### config.mk
export PLATFORM = sky130hd
export DESIGN_NAME = eirq_edge_config
export DESIGN_NICKNAME = d
export VERILOG_FILES = /design/src/include/eirq_pkg.sv /design/src/hdl/eirq_edge_config.sv
export SDC_FILE = /design/constraint.sdc
export NUM_CORES = 1
export LEC_CHECK = 0
export BUFFER_PORTS_ARGS = -buffer_cell sky130_fd_sc_hd__buf_4
export CORE_MARGIN = 2
export CORE_UTILIZATION = 59
export DETAILED_ROUTE_END_ITERATION = 12
export GPL_ROUTABILITY_DRIVEN = 0
export GPL_TIMING_DRIVEN = 0
export PLACE_DENSITY = 0.8
export SLEW_MARGIN = 25
export SYNTH_ARGS = -nofsm -noshare
export SYNTH_HDL_FRONTEND = slang
export SYNTH_SLANG_ARGS = --single-unit
### constraint.sdc
create_clock -name clk -period 3 [get_ports clk]
set_input_delay 0.3 -clock clk [delete_from_list [all_inputs] [get_ports clk]]
set_output_delay 0.3 -clock clk [all_outputs]
set_load 0.01 [all_outputs]
### src/include/eirq_pkg.sv
// ==========================================================================
// external event line configuration constants
package eirq_pkg;

    // ======================================================================
    // clock and timing
    localparam int unsigned CLK_HZ = 20_000_000;
    localparam int unsigned CLK_PERIOD_NS = 50;
    localparam int unsigned DEB_TIME_MS = 100;
    localparam int unsigned DEB_CYC = (CLK_HZ / 1000) * DEB_TIME_MS;
    localparam int unsigned MIN_PULSE_NS = 450;
    // least time, so round up
    localparam int unsigned MIN_PULSE_CYC =
        (MIN_PULSE_NS + CLK_PERIOD_NS - 1) / CLK_PERIOD_NS;
    // sync chain fill before edges count
    localparam logic [1:0] INIT_DONE = 2'h3;

    // ======================================================================
    // register map
    localparam int unsigned ADDR_W = 4;
    localparam int unsigned DATA_W = 16;
    localparam logic [3:0] OFS_CONFIG = 4'h0;
    localparam logic [3:0] OFS_STATUS = 4'h1;
    localparam logic [3:0] OFS_ENABLE = 4'h2;
    localparam logic [3:0] OFS_CLEAR = 4'h3;
    localparam logic [3:0] OFS_LEVEL = 4'h4;
    localparam logic [15:0] CONFIG_RESET = 16'h0005;

    // ======================================================================
    // configuration fields
    localparam int unsigned LINES = 4;
    localparam int unsigned BIT_DEBOUNCE = 8;
    localparam int unsigned BIT_UART_WAKE = 9;
    localparam int unsigned BIT_PWM_SEL = 15;
    // status layout: lines 0..3, then wake
    localparam int unsigned STAT_W = 5;
    localparam int unsigned STAT_WAKE = 4;

endpackage : eirq_pkg

### src/hdl/eirq_edge_config.sv
// What this block does
// - Event lines 0 to 3 come from pins port A 0, port A 1, port B 0, port B 6 in that order.
// - Line 0 fires on a falling edge when config bit 0 is set and on a rising edge when bit 1 is set.
// - Line 1 fires on a falling edge when config bit 2 is set and on a rising edge when bit 3 is set.
// - Line 2 fires on a falling edge when config bit 4 is set and on a rising edge when bit 5 is set.
// - Line 3 fires on a falling edge when config bit 6 is set and on a rising edge when bit 7 is set.
// - Config bit 8 puts a 100 ms debounce on every event line before an edge is seen.
// - Without debounce, pulses of 450 ns or longer on the event pins are seen.
// - Config bit 9 lets activity on the serial receive pin wake the device from low power.
// - After such a wake the first received character is dropped.
// - Config bit 15 routes the PWM signal to the PWM capable pin, otherwise it stays ordinary I/O.
//
// Added by the designer: the plain strobed port and the address map.
`timescale 1ns/1ps
`default_nettype none

module eirq_edge_config #(
    parameter int unsigned DEB_CYC = eirq_pkg::DEB_CYC
) (
    // clock and reset
    input wire logic clk,
    input wire logic rst_b,
    // register port
    input wire logic [eirq_pkg::ADDR_W-1:0] reg_addr,
    input wire logic [eirq_pkg::DATA_W-1:0] reg_wdata,
    input wire logic reg_wr,
    input wire logic reg_rd,
    output logic [eirq_pkg::DATA_W-1:0] reg_rdata,
    // event pins
    input wire logic port_a_pin_0,
    input wire logic port_a_pin_1,
    input wire logic port_b_pin_0,
    input wire logic port_b_pin_6,
    // event outputs
    output logic ext_event_line_0,
    output logic ext_event_line_1,
    output logic ext_event_line_2,
    output logic ext_event_line_3,
    output logic irq,
    // serial receive and wake
    input wire logic uart_rx_pin,
    input wire logic low_power,
    input wire logic rx_char_valid,
    input wire logic [7:0] rx_char_data,
    output logic wake_req,
    output logic rx_pass_valid,
    output logic [7:0] rx_pass_data,
    // pwm capable pin
    input wire logic pwm_in,
    input wire logic gpio_out,
    input wire logic gpio_oe,
    output logic pwm_capable_pin_out,
    output logic pwm_capable_pin_oe
);

    localparam int unsigned NL = eirq_pkg::LINES;
    localparam int unsigned CW = $clog2(DEB_CYC + 1);
    localparam logic [CW-1:0] DEB_LAST = CW'(DEB_CYC - 1);

    // ======================================================================
    // state
    typedef struct packed {
        logic [NL-1:0] sync0;
        logic [NL-1:0] sync1;
        logic [NL-1:0] sync2;
        logic [NL-1:0] stable;
        logic [NL-1:0][CW-1:0] cnt;
        logic [1:0] init_cnt;
        logic [2:0] rx_sync;
        logic rx_level;
        logic [15:0] cfg;
        logic [eirq_pkg::STAT_W-1:0] status;
        logic [eirq_pkg::STAT_W-1:0] enable;
        logic [NL-1:0] evt;
        logic irq;
        logic [15:0] rdata;
        logic wake;
        logic discard;
        logic rxv;
        logic [7:0] rxd;
        logic pin_out;
        logic pin_oe;
    } eirq_state_t;

    eirq_state_t st_reg;
    eirq_state_t st_next;
    logic [NL-1:0] pins;

    // fixed pin order sets the line numbering
    assign pins = {port_b_pin_6, port_b_pin_0, port_a_pin_1, port_a_pin_0};

    // ======================================================================
    // helpers
    function automatic logic eirq_edge_hit(
        input logic old_lvl,
        input logic new_lvl,
        input logic fall_en,
        input logic rise_en
    );
        eirq_edge_hit = (old_lvl & ~new_lvl & fall_en)
            | (~old_lvl & new_lvl & rise_en);
    endfunction : eirq_edge_hit

    // ======================================================================
    // next state
    always_comb
    begin
        logic ready;
        logic rx_fall;
        logic [eirq_pkg::STAT_W-1:0] ev;
        logic [eirq_pkg::STAT_W-1:0] clr;
        ready = 1'b0;
        rx_fall = 1'b0;
        ev = '0;
        clr = '0;
        st_next = st_reg;
        // first stage feeds only the second
        st_next.sync0 = pins;
        st_next.sync1 = st_reg.sync0;
        st_next.sync2 = st_reg.sync1;
        ready = (st_reg.init_cnt == eirq_pkg::INIT_DONE);
        if (!ready)
        begin
            st_next.init_cnt = st_reg.init_cnt + 2'h1;
        end

        for (int i = 0; i < NL; i++)
        begin
            if (!ready)
            begin
                // adopt pin level silently while the chain fills
                st_next.stable[i] = st_reg.sync1[i];
                st_next.cnt[i] = '0;
            end
            else if (!st_reg.cfg[eirq_pkg::BIT_DEBOUNCE])
            begin
                // no filter: two-cycle agreement is far below 450 ns
                st_next.cnt[i] = '0;
                if (st_reg.sync1[i] == st_reg.sync2[i])
                begin
                    st_next.stable[i] = st_reg.sync2[i];
                end
            end
            else if (st_reg.sync2[i] == st_reg.stable[i])
            begin
                // bounce back restarts the interval
                st_next.cnt[i] = '0;
            end
            else if (st_reg.cnt[i] == DEB_LAST)
            begin
                st_next.stable[i] = st_reg.sync2[i];
                st_next.cnt[i] = '0;
            end
            else
            begin
                st_next.cnt[i] = st_reg.cnt[i] + CW'(1);
            end
            ev[i] = ready & eirq_edge_hit(st_reg.stable[i],
                st_next.stable[i], st_reg.cfg[2*i], st_reg.cfg[2*i+1]);
        end
        st_next.evt = ev[NL-1:0];

        // serial receive wake
        st_next.rx_sync = {st_reg.rx_sync[1:0], uart_rx_pin};
        if (st_reg.rx_sync[1] == st_reg.rx_sync[2])
        begin
            st_next.rx_level = st_reg.rx_sync[2];
        end
        rx_fall = st_reg.rx_level & ~st_next.rx_level;
        st_next.wake = rx_fall & low_power
            & st_reg.cfg[eirq_pkg::BIT_UART_WAKE];
        ev[eirq_pkg::STAT_WAKE] = st_next.wake;

        // the waking character is garbled, so it is dropped
        st_next.rxv = rx_char_valid & ~st_reg.discard;
        st_next.rxd = rx_char_data;
        if (st_reg.wake)
        begin
            st_next.discard = 1'b1;
        end
        else if (rx_char_valid)
        begin
            st_next.discard = 1'b0;
        end

        // pin mux
        if (st_reg.cfg[eirq_pkg::BIT_PWM_SEL])
        begin
            st_next.pin_out = pwm_in;
            st_next.pin_oe = 1'b1;
        end
        else
        begin
            st_next.pin_out = gpio_out;
            st_next.pin_oe = gpio_oe;
        end

        // register writes
        if (reg_wr)
        begin
            if (reg_addr == eirq_pkg::OFS_CONFIG)
            begin
                st_next.cfg = reg_wdata;
            end
            else if (reg_addr == eirq_pkg::OFS_ENABLE)
            begin
                st_next.enable = reg_wdata[eirq_pkg::STAT_W-1:0];
            end
            else if (reg_addr == eirq_pkg::OFS_CLEAR)
            begin
                clr = reg_wdata[eirq_pkg::STAT_W-1:0];
            end
        end
        // a new event beats a clear in the same cycle
        st_next.status = (st_reg.status & ~clr) | ev;
        st_next.irq = |(st_next.status & st_next.enable);

        // register reads, data only in the following cycle
        st_next.rdata = '0;
        if (reg_rd)
        begin
            if (reg_addr == eirq_pkg::OFS_CONFIG)
            begin
                st_next.rdata = st_reg.cfg;
            end
            else if (reg_addr == eirq_pkg::OFS_STATUS)
            begin
                st_next.rdata = {11'h000, st_reg.status};
            end
            else if (reg_addr == eirq_pkg::OFS_ENABLE)
            begin
                st_next.rdata = {11'h000, st_reg.enable};
            end
            else if (reg_addr == eirq_pkg::OFS_LEVEL)
            begin
                st_next.rdata = {12'h000, st_reg.stable};
            end
        end
    end

    // ======================================================================
    // registers
    always_ff @(posedge clk or negedge rst_b)
    begin
        if (!rst_b)
        begin
            st_reg <= '0;
            st_reg.cfg <= eirq_pkg::CONFIG_RESET;
            st_reg.rx_sync <= 3'h7;
            st_reg.rx_level <= 1'b1;
        end
        else
        begin
            st_reg <= st_next;
        end
    end

    // ======================================================================
    // outputs
    assign reg_rdata = st_reg.rdata;
    assign ext_event_line_0 = st_reg.evt[0];
    assign ext_event_line_1 = st_reg.evt[1];
    assign ext_event_line_2 = st_reg.evt[2];
    assign ext_event_line_3 = st_reg.evt[3];
    assign irq = st_reg.irq;
    assign wake_req = st_reg.wake;
    assign rx_pass_valid = st_reg.rxv;
    assign rx_pass_data = st_reg.rxd;
    assign pwm_capable_pin_out = st_reg.pin_out;
    assign pwm_capable_pin_oe = st_reg.pin_oe;

    logic rdy_q;
    assign rdy_q = (st_reg.init_cnt == eirq_pkg::INIT_DONE);

    logic wake_pend;
    always_ff @(posedge clk or negedge rst_b)
        if (!rst_b)
            wake_pend <= 1'b0;
        else
            wake_pend <= wake_req | (wake_pend & ~rx_char_valid);
endmodule : eirq_edge_config

`default_nettype wire

==> impl_metrics.ini, run 1 <==
[run_status]
outcome = finished clean

[final_layout]
largest_reg_flops = 123
antenna_cells = 0
nets = 869
synthToLayoutAreaGrowth_pct = 19.35
postLayoutCoreUtil = 0.7133
drive_gt1_frac = 0.1918
final_area_um2 = 8929

[global_routing]
overflow = 0
grt_pass1_wl_mm = 25.06
grt_max_degree = 97
antenna_found_initial = 0
grt_usage = 0.2383
first_global_vias = 5453

[sta]
tightest_slew_ps = 776.6
hold_viol = 0
setup-violations-final = 0
finalCriticalPeriod_ps = 2441
period_share = 0.8136
skew_ps = 11.22
timing.final.ws_setup_ps = 559.1
fin_setup_tns_ps = 0
relSlewSlack = 0.4823
fmax_mhz = 409.7
rsz0062_at_grt = no
drv_slew = 0

[clock_network]
cts_sinks = 166
clk_latency_ps = 430
cts_buffers = 17
htree_levels = 4
path_clk_slew_ps = 60
cts_tree = built
clk_path_buf_depth = 2
post_cts_resized = 0
clockRootBuffer = clkbuf_16

[pwr]
sw_frac_of_total = 0.2662
cellLeakagePower_nw = 3.999
ir_worst_vdd_mv = 0.4466
pwr-share-clk = 0.366
internal-power_w = 0.003812
combPwrFrac = 0.147
seqPwrFrac = 0.487
design_power_total_w = 0.005195
switchingPower_w = 0.001383
power.density_nw_per_um2 = 581.9

[worst_setup_path]
critPathRequiredTime_ps = 3320
path_max_fanout = 4
crit_chain = nor4b_1 -> nand4_1 -> or3_1 -> and3_1 -> or3_4 -> mux2i_1 -> a21bo_2
cp_top_family = simple AND/OR/NAND/NOR gates
start_kind = register
critPathBufInv = 0
ff2ff_setup_slack_ps = 560
worstPathArrival_ps = 2760
worstReg2RegStart = st_reg[121]
reg2regPathDepth = 7
cp_slowest_cell = dfrtp_1
reg2reg_to = st_reg[41]
cpPeakStageDelay_ps = 420
worst-setup-path-type = reg -> reg
cp-end-kind = register

[placement]
dpl-instance-area_um2 = 8272
place_ws_ps = 522.2
port_buffers = 72
place_hpwl_mm = 10.19

[min_path]
hold_class = in -> reg
holdPathStages = 2
worstHoldStart = gpio_oe
holdPathEnd = pwm_capable_pin_oe

[synthesis]
synth_edf_count = 0
syn_area_um2 = 7481
synthCells = 716
seq_area_frac_synth = 0.5563
async_reset_ff_frac = 1.000
synth_nets = 763
ys_seq_elements = 166
yosysWarnings = 0
synthFlopType = dfrtp_1
ys_types = 60
syn-mean-instance-area_um2 = 10.45

[floorplan]
rows = 41
die_w_um = 116.6
start_util = 0.5977
core_area_um2 = 12520
die_h_um = 116.6
ios = 75
die_area_um2 = 13600

[drt]
drc = 0
wl_per_cell_um = 14.92
avgViaCountPerCell = 5.418
drtPass1Iterations = 4
num_vias = 5451
routed_wl_mm = 15.01
drt_first_iter_violations = 463
antenna_left = 0

[job]
maxCapViolCount = 0
-- cells in the final DEF (no fill, tap or decap), types with 23 or more instances in the layout --
cell type / count
buf_4: 95
clkbuf_1: 23
a21oi_1: 24
nand3_1: 36
xor2_1: 49
and3_1: 29
xnor2_1: 25
dfrtp_1: 160
nor2_1: 108
nand2_1: 63
-- per-stage QoR --
stage,hold slack [ps],std cells
floorplan,4.409,716
global placement,338.0,960
detailed placement,286.4,961
CTS,46.16,1006
global route,55.19,1006
finish,62.49,1006
-- synth_stat cells, types with 14 or more instances --
cell / number / area share
nand2_1: 63 / 0.032
a21oi_1: 24 / 0.016
and3_1: 29 / 0.024
clkbuf_1: 19 / 0.0095
buf_4: 24 / 0.024
nand3_1: 36 / 0.024
inv_1: 16 / 0.0080
o21ai_0: 14 / 0.0094
nor2_1: 108 / 0.054
dfrtp_1: 160 / 0.54
xnor2_1: 25 / 0.029
xor2_1: 49 / 0.057
nand4_1: 16 / 0.013
mux2_2: 17 / 0.026
-- repair_timing --
action	CTS	global route
endpoints found under the hold margin	78	0
setup buffers	0	0
hold buffers	14	0
-- power by group through the flow --
stage | clock network, W | registers, W | logic [W]
floorplan | 0 | 0.00254 | 0.000468
global placement | 0 | 0.00256 | 0.000705
detailed placement | 0 | 0.00257 | 0.000739
CTS | 0.00194 | 0.00253 | 0.000766
global route | 0.00204 | 0.00255 | 0.000849
finish | 0.00190 | 0.00253 | 0.000763
-- how the worst max path moves through the flow --
| stage | start | to | slack (ps) | depth (start not counted) |
|---|---|---|---|---|
| after floorplan | st_reg[79] | st_reg[39] | 760 | 7 |
| after global placement | reg_addr[0] | irq | 590 | 8 |
| after detailed placement | reg_addr[3] | st_reg[56] | 520 | 5 |
| after CTS | st_reg[121] | st_reg[41] | 570 | 7 |
| after global routing | st_reg[121] | irq | 440 | 7 |
| final | st_reg[121] | st_reg[41] | 560 | 7 |
-- metal layers --
layer,vias to the layer above,global-route usage,share of wire
li1,2629,-,-
met1,2694,0.2998,0.43
met2,111,0.4023,0.50
met3,17,0.06072,0.050
met4,0,0.08627,0.012
met5,-,0,0
-- cell families after synthesis --
family	share of synthesized area
fa+ha+maj	0.009701
buf+inv	0.04265
flops	0.5563
mux	0.03295
xor+xnor	0.08664
simple gates	0.2117
compound gates	0.06005
-- cell type report --
type	count	area [µm²]
Timing Repair Buffer	87	715.7
Inverter	16	60.06
Clock buffer	22	454.2
Buffer	45	259.0
Fill cell	908	3588
Tap cell	172	215.2
Sequential cell	166	4161
Clock inverter	9	56.30
Multi-Input combinational cell	489	3007
Power figures use the tool's default switching activity.
==> inputs of run 2 (changes only) <==
--- a/config.mk
+++ b/config.mk
@@ -7,11 +7,11 @@
 export LEC_CHECK = 0
 export BUFFER_PORTS_ARGS = -buffer_cell sky130_fd_sc_hd__buf_4
 export CORE_MARGIN = 2
-export CORE_UTILIZATION = 59
+export CORE_UTILIZATION = 53
 export DETAILED_ROUTE_END_ITERATION = 12
 export GPL_ROUTABILITY_DRIVEN = 0
 export GPL_TIMING_DRIVEN = 0
-export PLACE_DENSITY = 0.8
+export PLACE_DENSITY = 0.76
 export SLEW_MARGIN = 25
 export SYNTH_ARGS = -nofsm -noshare
 export SYNTH_HDL_FRONTEND = slang
==> constraint.sdc (replaced) <==
create_clock -name clk -period 2 [get_ports clk]
set_input_delay 0.2 -clock clk [delete_from_list [all_inputs] [get_ports clk]]
set_output_delay 0.2 -clock clk [all_outputs]
set_load 0.01 [all_outputs]
==> run 2 against run 1 <==
Against the previous run:
- setup slack got worse by 840 ps
- register-to-register slack got worse by 840 ps
- combinational power up 72%
- global-route usage decreased by 1.7 points
- highest routed layer unchanged
- die area grew 11%
- clock power increased by 88%
- the run now ends with negative setup slack left
- count of clock-buffer cells in the layout is 1 higher
- critical endpoint is now ext_event_line_0
- wire length is 3.6% higher
- core utilization is 2.8 points lower
- clock skew down 3.9 ps
- via count grew 3.3%
- maximum frequency is 7.0% higher
==> impl_metrics.ini, run 2 (synthesis results as in run 1) <==
[run_status]
outcome = complete, but fails checks
violations = negative setup slack

[sta]
skew_ps = 7.287
rsz0062_at_grt = yes
timing.final.ws_setup_ps = -281.4
relSlewSlack = 0.4965
hold_viol = 0
setup-violations-final = 6
period_share = 1.141
finalCriticalPeriod_ps = 2281
fmax_mhz = 438.3
tightest_slew_ps = 755.3
drv_slew = 0

[job]
maxCapViolCount = 0

[drt]
avgViaCountPerCell = 5.405
wl_per_cell_um = 14.92
antenna_left = 0
drc = 0
drt_first_iter_violations = 418
num_vias = 5632
drtPass1Iterations = 4
routed_wl_mm = 15.54

[placement]
port_buffers = 72
dp_cells = 969
place_hpwl_mm = 10.11
place_ws_ps = -425.8

[floorplan]
rows = 43
die_w_um = 122.8
start_util = 0.5410
die_h_um = 122.8
ios = 75
core_area_um2 = 13830
die_area_um2 = 15080

[clock_network]
cts_tree = built
cts_sinks = 166
clockRootBuffer = clkbuf_16
clk_path_buf_depth = 2
cts_buffers = 17
clk_latency_ps = 420
htree_levels = 4
path_clk_slew_ps = 60

[pwr]
power.density_nw_per_um2 = 915.2
design_power_total_w = 0.008666
cellLeakagePower_nw = 4.259
ir_worst_vdd_mv = 0.8476

[worst_setup_path]
worstPathArrival_ps = 2590
path_max_fanout = 3
critPathRequiredTime_ps = 2310
cp-end-kind = register
start_kind = register
worst-setup-path-type = reg -> reg

[global_routing]
antenna_found_initial = 0
grt_pass1_wl_mm = 26.25
first_global_vias = 5767
grt_usage = 0.2214
grt_max_degree = 98
overflow = 0

[final_layout]
stdcell_count = 1042
postLayoutCoreUtil = 0.6848
synthToLayoutAreaGrowth_pct = 26.58
largest_reg_flops = 123
antenna_cells = 0
drive_gt1_frac = 0.2529
mostFrequentLayoutCells = 159 x dfrtp_1, 116 x buf_4, 105 x nor2_1
nets = 896
final_common_cell = dfrtp_1

[min_path]
hold_class = in -> reg
run 2: changes by cell type in the layout (fill, tap and decap cells not counted), moves of 4 or more:
cell	change
bufinv_16	+5
buf_4	+21
nor4b_1	-4
buf_6	+4
clkbuf_1	-11
clkbuf_4	+5
nor4b_2	+4
run 2: cell type report:
cell class              count  area [µm²]
fillers                  1006        4358
clock buffers              23       478.0
plain buffers              45       296.5
multi-input cells         489        3143
inverters                  16       60.06
clock inverters             9       172.7
repair buffers            114       930.9
well taps                 180       225.2
flip-flops and latches    166        4163
run 2: worst paths after layout:
path | cells past startpoint | end | slack [ps] | from
worst max-delay path | 7 | ext_event_line_0 | -280 | st_reg[75]
worst min-delay path | 2 | st_reg[50] | 10 | reg_wdata[6]
worst max register to register | 7 | ext_event_line_0 | -280 | st_reg[75]
worst min register to register | 0 | st_next[155] | 350 | st_next[159]
max in group asynchronous | 3 | st_reg[109] | 860 | rst_b
min in group asynchronous | 2 | pwm_capable_pin_oe | 320 | rst_b
run 2: layer usage:
metal / part of all wire / routed length, µm / track usage / vias up
met2: 0.52 / 8059 / 0.3781 / 132
met3: 0.043 / 668 / 0.05158 / 30
met4: 0.017 / 263 / 0.08477 / 0
li1: - / - / - / 2688
met5: 0 / 0 / 0 / -
met1: 0.42 / 6552 / 0.2726 / 2782
run 2: worst max-delay path: stages, from the launching register on:
cell	delay, ps
dfrtp_1	400
or4bb_4	560
nor4_4	230
nand2_1	110
and3_1	180
nand3b_4	160
mux2_4	320
and2_2	210
run 2: stage by stage:
step                      instance area, µm²  hold slack [ps]  TNS, ps
final                                   9469            14.80    -1202
after global routing                    9469           0.2217    -1979
after CTS                               9360            1.726   -994.9
after detailed placement                8313            183.3   -10700
after global placement                  8278            308.5   -19410
after floorplan                         7512           -95.59   -561.8
run 2: what timing repair did:
action                     in CTS  in global routing
cloned                          0                  1
pin swaps                      10                  8
setup endpoints to repair      87                 73
resized for setup              21                 33
setup buffers                  19                  5
hold endpoints to repair       80                  0
hold buffers                   17                  0
run 2: power breakdown:
part / internal (W) / switching (W)
registers: 0.00362 / 0.000175
logic: 0.000614 / 0.000692
clock network: 0.00231 / 0.00126
total: 0.00654 / 0.00212
